File: src/common/sccr_defs.vh
// constants for the system clock control register block
// assumes a word-addressed register port, byte offsets with 32-bit data
`ifndef SCCR_DEFS_VH
`define SCCR_DEFS_VH

`define SCCR_ADDR_W          8
`define SCCR_OFS_SYSCTL      8'h00
`define SCCR_RESET_VAL       32'h0001_0000
// writable bits: 23, 20, 17-16, 13-12, 10-8, 2-0
`define SCCR_WR_MASK         32'h0093_3707
`define SCCR_BIT_ADC_STOP    20
`define SCCR_BIT_RSVD23      23
`define SCCR_COSEL_HI        17
`define SCCR_COSEL_LO        16
`define SCCR_BIT_TSRC        13
`define SCCR_BIT_PSRC        12
`define SCCR_PRE_HI          10
`define SCCR_PRE_LO          8
`define SCCR_GEAR_HI         2
`define SCCR_GEAR_LO         0
`define SCCR_COSEL_LOW_OSC   2'h0
`define SCCR_COSEL_SYS_HALF  2'h1
`define SCCR_COSEL_SYS       2'h2
`define SCCR_COSEL_TIMER     2'h3
`define SCCR_GEAR_DIV1       3'h0
`define SCCR_GEAR_DIV2       3'h4
`define SCCR_GEAR_DIV4       3'h5
`define SCCR_GEAR_DIV8       3'h6

`endif

File: src/sccr_top.v
// system clock control register and the clock selection it steers
// assumes the fast source clock is sampled as a level in clk_sys; divided clocks are
// produced as enable-free toggled levels, so fast sources must be slower than clk_sys/2
// reserved gear and prescaler codes behave as divide by one
//
// Summary of operation
// - a one in the converter stop bit gates off the converter clock, a zero lets it run.
// - after reset the converter stop bit reads zero so the converter clock runs.
// - the output select field picks low-speed, half system, system or timer source clock.
// - bit 13 picks the timer prescale source from the peripheral base or low-speed clock.
// - bit 12 picks the peripheral base from the gear clock or the undivided fast clock.
// - the prescaler field divides the peripheral base by 1, 2, 4, 8, 16 or 32.
// - the gear field divides the fast source by 1, 2, 4 or 8.
// - the control register sits at offset zero of the controller's register space.
//
// Implementation choices: the plain strobed port and the register offsets.
`timescale 1ns/1ps
`include "sccr_defs.vh"

module sccr_top (
    input  wire                      clk_sys,
    input  wire                      rst_n,
    input  wire [`SCCR_ADDR_W-1:0]   reg_addr,
    input  wire [31:0]               reg_wdata,
    input  wire                      reg_wr,
    input  wire                      reg_rd,
    output reg  [31:0]               reg_rdata,
    input  wire                      high_speed_source_clock,
    input  wire                      low_speed_osc_clock,
    input  wire                      adc_clock_in,
    output wire                      adc_clock_out,
    output wire                      clock_output_pin,
    output wire                      peripheral_prescaled_clock,
    output wire                      timer_prescale_source,
    output wire [31:0]               system_clock_control
);

    // ----------------------------------------------------------------
    // register fields
    // ----------------------------------------------------------------
    localparam [31:0] RST_WORD = `SCCR_RESET_VAL;

    // strobe qualified by the one mapped offset; reads and writes share it
    function reg_hit;
        input                    strobe;
        input [`SCCR_ADDR_W-1:0] addr;
        begin
            reg_hit = strobe && (addr == `SCCR_OFS_SYSCTL);
        end
    endfunction

    // fields are held apart, so unused positions have no storage at all
    reg         adc_stop_ff;
    reg         rsvd23_ff;
    reg  [1:0]  cosel_ff;
    reg         tsrc_ff;
    reg         psrc_ff;
    reg  [2:0]  pre_ff;
    reg  [2:0]  gear_ff;
    reg  [31:0] nxt_rdata;
    wire        nxt_adc_stop;
    wire        nxt_rsvd23;
    wire [1:0]  nxt_cosel;
    wire        nxt_tsrc;
    wire        nxt_psrc;
    wire [2:0]  nxt_pre;
    wire [2:0]  nxt_gear;
    wire [31:0] wr_word;
    wire [31:0] ctl_word;
    wire        wr_hit;
    wire        rd_hit;

    assign wr_hit  = reg_hit(reg_wr, reg_addr);
    assign rd_hit  = reg_hit(reg_rd, reg_addr);
    assign wr_word = reg_wdata & `SCCR_WR_MASK;

    assign nxt_adc_stop = wr_hit ? wr_word[`SCCR_BIT_ADC_STOP] : adc_stop_ff;
    assign nxt_rsvd23   = wr_hit ? wr_word[`SCCR_BIT_RSVD23] : rsvd23_ff;
    assign nxt_cosel    = wr_hit ? wr_word[`SCCR_COSEL_HI:`SCCR_COSEL_LO] : cosel_ff;
    assign nxt_tsrc     = wr_hit ? wr_word[`SCCR_BIT_TSRC] : tsrc_ff;
    assign nxt_psrc     = wr_hit ? wr_word[`SCCR_BIT_PSRC] : psrc_ff;
    assign nxt_pre      = wr_hit ? wr_word[`SCCR_PRE_HI:`SCCR_PRE_LO] : pre_ff;
    assign nxt_gear     = wr_hit ? wr_word[`SCCR_GEAR_HI:`SCCR_GEAR_LO] : gear_ff;

    always @(posedge clk_sys) begin
        if (!rst_n) begin
            adc_stop_ff <= RST_WORD[`SCCR_BIT_ADC_STOP];
            rsvd23_ff   <= RST_WORD[`SCCR_BIT_RSVD23];
            cosel_ff    <= RST_WORD[`SCCR_COSEL_HI:`SCCR_COSEL_LO];
            tsrc_ff     <= RST_WORD[`SCCR_BIT_TSRC];
            psrc_ff     <= RST_WORD[`SCCR_BIT_PSRC];
            pre_ff      <= RST_WORD[`SCCR_PRE_HI:`SCCR_PRE_LO];
            gear_ff     <= RST_WORD[`SCCR_GEAR_HI:`SCCR_GEAR_LO];
        end else begin
            adc_stop_ff <= nxt_adc_stop;
            rsvd23_ff   <= nxt_rsvd23;
            cosel_ff    <= nxt_cosel;
            tsrc_ff     <= nxt_tsrc;
            psrc_ff     <= nxt_psrc;
            pre_ff      <= nxt_pre;
            gear_ff     <= nxt_gear;
        end
    end

    // unused positions are constant zero, whatever was written there
    assign ctl_word = {8'h00, rsvd23_ff, 2'h0, adc_stop_ff, 2'h0, cosel_ff,
                       2'h0, tsrc_ff, psrc_ff, 1'b0, pre_ff, 5'h00, gear_ff};

    // unmapped reads return zero; data only in the cycle after the strobe
    always @* begin
        if (rd_hit) begin
            nxt_rdata = ctl_word;
        end else begin
            nxt_rdata = 32'h0000_0000;
        end
    end

    always @(posedge clk_sys) begin
        if (!rst_n) begin
            reg_rdata <= 32'h0000_0000;
        end else begin
            reg_rdata <= nxt_rdata;
        end
    end

    assign system_clock_control = ctl_word;

    // ----------------------------------------------------------------
    // divider chains
    // ----------------------------------------------------------------
    // binary counters clocked in clk_sys on the source's rising edge
    function [5:0] div_step;
        input       src_rise;
        input [5:0] cnt;
        begin
            div_step = src_rise ? cnt + 6'h01 : cnt;
        end
    endfunction

    reg  [5:0] fc_cnt_ff;
    reg  [5:0] per_cnt_ff;
    reg  [1:0] sys_cnt_ff;
    reg        fc_dly_ff;
    reg        per_dly_ff;
    wire [5:0] nxt_fc_cnt;
    wire [5:0] nxt_per_cnt;
    wire [1:0] nxt_sys_cnt;
    reg        gear_clk;
    reg        pre_clk;
    wire       periph_base;
    wire [2:0] gear_code;
    wire [2:0] pre_code;

    assign gear_code = gear_ff;
    assign pre_code  = pre_ff;

    // counters run freely; only the taps move with the fields, so a new ratio needs no restart
    assign nxt_fc_cnt  = div_step(high_speed_source_clock & ~fc_dly_ff, fc_cnt_ff);
    assign nxt_per_cnt = div_step(periph_base & ~per_dly_ff, per_cnt_ff);
    assign nxt_sys_cnt = sys_cnt_ff + 2'h1;

    always @(posedge clk_sys) begin
        if (!rst_n) begin
            fc_cnt_ff  <= 6'h00;
            per_cnt_ff <= 6'h00;
            sys_cnt_ff <= 2'h0;
            fc_dly_ff  <= 1'b0;
            per_dly_ff <= 1'b0;
        end else begin
            fc_dly_ff  <= high_speed_source_clock;
            per_dly_ff <= periph_base;
            fc_cnt_ff  <= nxt_fc_cnt;
            per_cnt_ff <= nxt_per_cnt;
            sys_cnt_ff <= nxt_sys_cnt;
        end
    end

    // reserved gear codes fall back to the undivided source
    always @* begin
        case (gear_code)
            `SCCR_GEAR_DIV1: gear_clk = high_speed_source_clock;
            `SCCR_GEAR_DIV2: gear_clk = fc_cnt_ff[0];
            `SCCR_GEAR_DIV4: gear_clk = fc_cnt_ff[1];
            `SCCR_GEAR_DIV8: gear_clk = fc_cnt_ff[2];
            default:         gear_clk = high_speed_source_clock;
        endcase
    end

    assign periph_base = psrc_ff ? high_speed_source_clock : gear_clk;

    // reserved prescaler codes give the undivided base
    always @* begin
        case (pre_code)
            3'h0:    pre_clk = periph_base;
            3'h1:    pre_clk = per_cnt_ff[0];
            3'h2:    pre_clk = per_cnt_ff[1];
            3'h3:    pre_clk = per_cnt_ff[2];
            3'h4:    pre_clk = per_cnt_ff[3];
            3'h5:    pre_clk = per_cnt_ff[4];
            default: pre_clk = periph_base;
        endcase
    end

    assign peripheral_prescaled_clock = pre_clk;
    assign timer_prescale_source = tsrc_ff ? low_speed_osc_clock : periph_base;

    // ----------------------------------------------------------------
    // clock output and converter gate
    // ----------------------------------------------------------------
    reg cout_sel;
    always @* begin
        case (cosel_ff)
            `SCCR_COSEL_LOW_OSC:  cout_sel = low_speed_osc_clock;
            `SCCR_COSEL_SYS_HALF: cout_sel = sys_cnt_ff[0];
            `SCCR_COSEL_SYS:      cout_sel = clk_sys;
            `SCCR_COSEL_TIMER:    cout_sel = timer_prescale_source;
            default:              cout_sel = low_speed_osc_clock;
        endcase
    end
    assign clock_output_pin = cout_sel;

    // simple and-gate; software must idle the converter first, so glitches are harmless
    assign adc_clock_out = adc_clock_in & ~adc_stop_ff;

endmodule // sccr_top

File: config.mk
export PLATFORM = sky130hd
export DESIGN_NAME = sccr_top
export DESIGN_NICKNAME = d
export VERILOG_FILES = /design/src/sccr_top.v
export VERILOG_INCLUDE_DIRS = /design/src /design/src/common
export SDC_FILE = /design/constraint.sdc
export NUM_CORES = 1
export LEC_CHECK = 0
export BUFFER_PORTS_ARGS = -buffer_cell sky130_fd_sc_hd__buf_2
export CAP_MARGIN = 20
export CELL_PAD_IN_SITES_DETAIL_PLACEMENT = 0
export CELL_PAD_IN_SITES_GLOBAL_PLACEMENT = 1
export CORE_MARGIN = 2
export CORE_UTILIZATION = 30
export CTS_CLUSTER_SIZE = 10
export DETAILED_ROUTE_END_ITERATION = 10
export GPL_ROUTABILITY_DRIVEN = 0
export PLACE_DENSITY = 0.8
export SYNTH_ARGS = -nofsm -noshare
export SYNTH_HDL_FRONTEND = slang
export SYNTH_SLANG_ARGS = --single-unit
File: constraint.sdc
create_clock -name clk_sys -period 2.7 [get_ports clk_sys]
set_clock_uncertainty 0.2 [all_clocks]
set_input_delay 0.54 -clock clk_sys [delete_from_list [all_inputs] [get_ports clk_sys]]
set_output_delay 0.54 -clock clk_sys [all_outputs]
set_load 0.01 [all_outputs]
---- Word-level counts from Yosys, hierarchy flattened ----
Cells that the tools add are included.
storage, ports and cells
  flip-flop bits (word level) ............. 60
  output and inout port bits .............. 68
  word-level logic and storage cells ...... 44
operators by class
  add/sub/neg operators ................... 3
  equal/unequal tests ..................... 11
  mux-type cells .......................... 5
  bitwise gates (word level) .............. 6
  reduce and logical (&&, ||, !) cells .... 5
operators with widths
  kind                                            count
  == test 3 bit (second input constant)           5
  adder 6 x 1 -> 6 bit (second input constant)    2
  zero test 8 bit                                 1
  == test 3 x 2 -> 1 bit (second input constant)  2
  one-hot mux 1 bit (5 select lines)              1
  == test 2 bit (second input constant)           2
  one-hot mux 1 bit (4 select lines)              1
  AND 1 bit                                       3
  == test 3 x 1 -> 1 bit (second input constant)  1
  NOT 1 bit                                       3
  one-hot mux 1 bit (3 select lines)              1
  adder 2 x 1 -> 2 bit (second input constant)    1
  == test 2 x 1 -> 1 bit (second input constant)  1
  logical AND 1 bit                               2
  zero test 2 bit                                 1
  2-to-1 mux 1 bit                                2
  AND reduction 2 bit                             1

---- Longest topological paths before layout ----
  word-level depth ........................ 5
  depth in mapped cells ................... 5
  depth with buffers taken out ............ 4

==> reports/qor.yml <==
ys.flop_type: "dfxtp_1"
yosysWarningCount: 0
antenna_found_initial: 0
die_w_um: 82.1
yosysUniqueCellTypes: 42
num_rows: 28
report.final.hold_viol_count: 0
netlist_area_um2: 1830
dp_hpwl_mm: 2.67
worstSkewPairLatency_ns: 0.39
p_clk_frac: 0.443
layout_commonest_cell: "buf_2"
crit_fanout: 2
firstDrtPassIters: 4
synth_edf_count: 0
drive_above_1_share: 0.336
synth_xor_area_frac: 0.00958
p_int_uw: 834
synth_fa_ha_area_frac: 0.0137
fin_hold_ws_ns: 0.164
synthSimpleGateAreaFrac: 0.188
cap_violations: 0
regToRegSetupSlack_ns: 1.07
viasPerCell: 4.23
path_class: "clk -> out"
ir_worst_vdd_mv: 0.239
syn_inst: 186
initial_utilization: 0.309
power.total_uw: 1120
clk_pin_slew_worst_paths_ns: 0.07
syn_avg_cell_area_um2: 9.83
seqPwrFrac: 0.473
fin_crit_sh: 0.991
startpoint_type: "clock port"
wl_per_cell_um: 11.6
tightest_slew_ns: 0.544
via_count: 1348
core_region_area_um2: 5920
routed_wl_mm: 3.69
synth.mux.area_fraction: 0.113
yosysSeqAreaShare: 0.383
slew_headroom: 0.635
ys_seq_elements: 35
antenna_cells: 0
setup_viol: 0
drv_slew: 0
fmax_mhz: 377
netSwitchingFraction: 0.255
critPathCaptureType: "output port"
synth-compound-area-share: 0.0917
grt_pass1_wl_mm: 5.10
status: "complete, no violations"
combPwrFrac: 0.084
grt_setup_unrepaired: "yes"
cts_tree: "built"
min_period_ns: 2.68
ant_nets: 0
io_buffer_count: 54
p_per_area_nw_per_um2: 525
ioPinCount: 115
async_reset_ff_frac: 0
crit_arrival_ns: 1.94
mostFrequentLayoutCells: "buf_2 (54), conb_1 (40), dfxtp_1 (33)"
required_ns: 1.96
dieArea_um2: 6730
leakage_uw: 0.00107
fin_nets: 292
die_h_um: 82.1
p_switching_uw: 286
drtIter0Drc: 36
grt_use_total: 0.109
grt_start_max_net_pins: 19
synth_top_family_by_area: "buffers and inverters"
min_path_type: "in -> reg"
overflow: 0
drc: 0
area_growth_syn_to_layout_pct: 16.7
first_global_vias: 1091
==> layer usage <==
metal  track usage  part of all wire  up-vias
li1              -                 -      652
met1         0.134              0.46      616
met2         0.147              0.43       73
met3        0.0440             0.091        7
met4        0.0883             0.019        0
met5             0                 0        -
==> power by group through the flow <==
stage | clock network [uW] | registers, uW | logic (uW)
finish | 496 | 530 | 94.6
CTS | 513 | 531 | 93.6
global placement | 3.30 | 542 | 91.2
global route | 537 | 531 | 106
detailed placement | 3.30 | 543 | 92.9
floorplan | 2.43 | 541 | 106
==> worst max-delay path: stages <==
cell and delay, ns:
clkbuf_8 0.11, clkbuf_8 0.12, mux2i_1 0.12, o22ai_1 0.09, buf_2 0.14
==> worst paths after layout <==
| check | from | to | depth (start not counted) |
|---|---|---|---|
| setup / recovery | clk_sys | clock_output_pin | 5 |
| hold / removal | reg_wdata[16] | cosel_ff[0] | 3 |
| setup reg to reg | gear_code[0] | per_cnt_ff[4] | 4 |
| hold reg to reg | sys_cnt_ff[0] | sys_cnt_ff[0] | 1 |
==> through the flow <==
stage	cells	setup slack (ns)	area, um^2	util	TNS, ns
after floorplan	225	0.372	1970	-	0
after global placement	307	0.285	1990	0.336	0
after detailed placement	307	0.284	1990	0.336	0
after CTS	318	0.0148	2120	0.358	0
after global routing	319	-0.0125	2130	0.360	-0.0139
final	319	0.0249	2130	0.360	0
==> sequential cells by signal, summed over array words and instances (netlist names), 2 cells and up <==
signal      count
cosel_ff        2
fc_cnt_ff       3
gear_code       3
per_cnt_ff      5
pre_code        3
reg_rdata      12
==> cell families after synthesis <==
group | count (synthesis)
buffers and inverters | 50
adder cells (fa/ha/maj) | 2
AO/OA/AOI/OAI | 18
other | 1
multiplexers | 20
AND/OR/NAND/NOR | 58
flip-flops | 35
XOR/XNOR | 2
==> cell type report <==
type	instances	area, um^2
fill	607	3790
multi-input combinational	140	911
sequential	35	706
timing repair buffer	55	280
clock buffer	9	115
tap	75	93.8
clock inverter	3	20.0
inverter	2	7.51
==> synthesized netlist by cell type, types with 2 or more instances <==
cell type | number | area, um^2
a211oi_1 | 2 | 15.0
a21oi_1 | 5 | 25.0
and2_1 | 12 | 75.1
and2_2 | 2 | 15.0
buf_4 | 44 | 330
dfxtp_1 | 35 | 701
ha_1 | 2 | 25.0
mux2i_1 | 18 | 180
nand2_1 | 6 | 22.5
nand2b_1 | 4 | 25.0
nand3_1 | 6 | 30.0
nor2_1 | 16 | 60.1
nor2b_1 | 3 | 18.8
nor3b_1 | 2 | 15.0
nor4_2 | 2 | 25.0
==> timing repair <==
action | 4_1_cts | 5_1_grt
resized for setup | 1 | 2
pin swaps | 0 | 2
endpoints found under the setup margin | 2 | 2
setup buffers | 0 | 1
hold buffers | 0 | 0
Note: power is estimated with default switching activity, not from simulation.
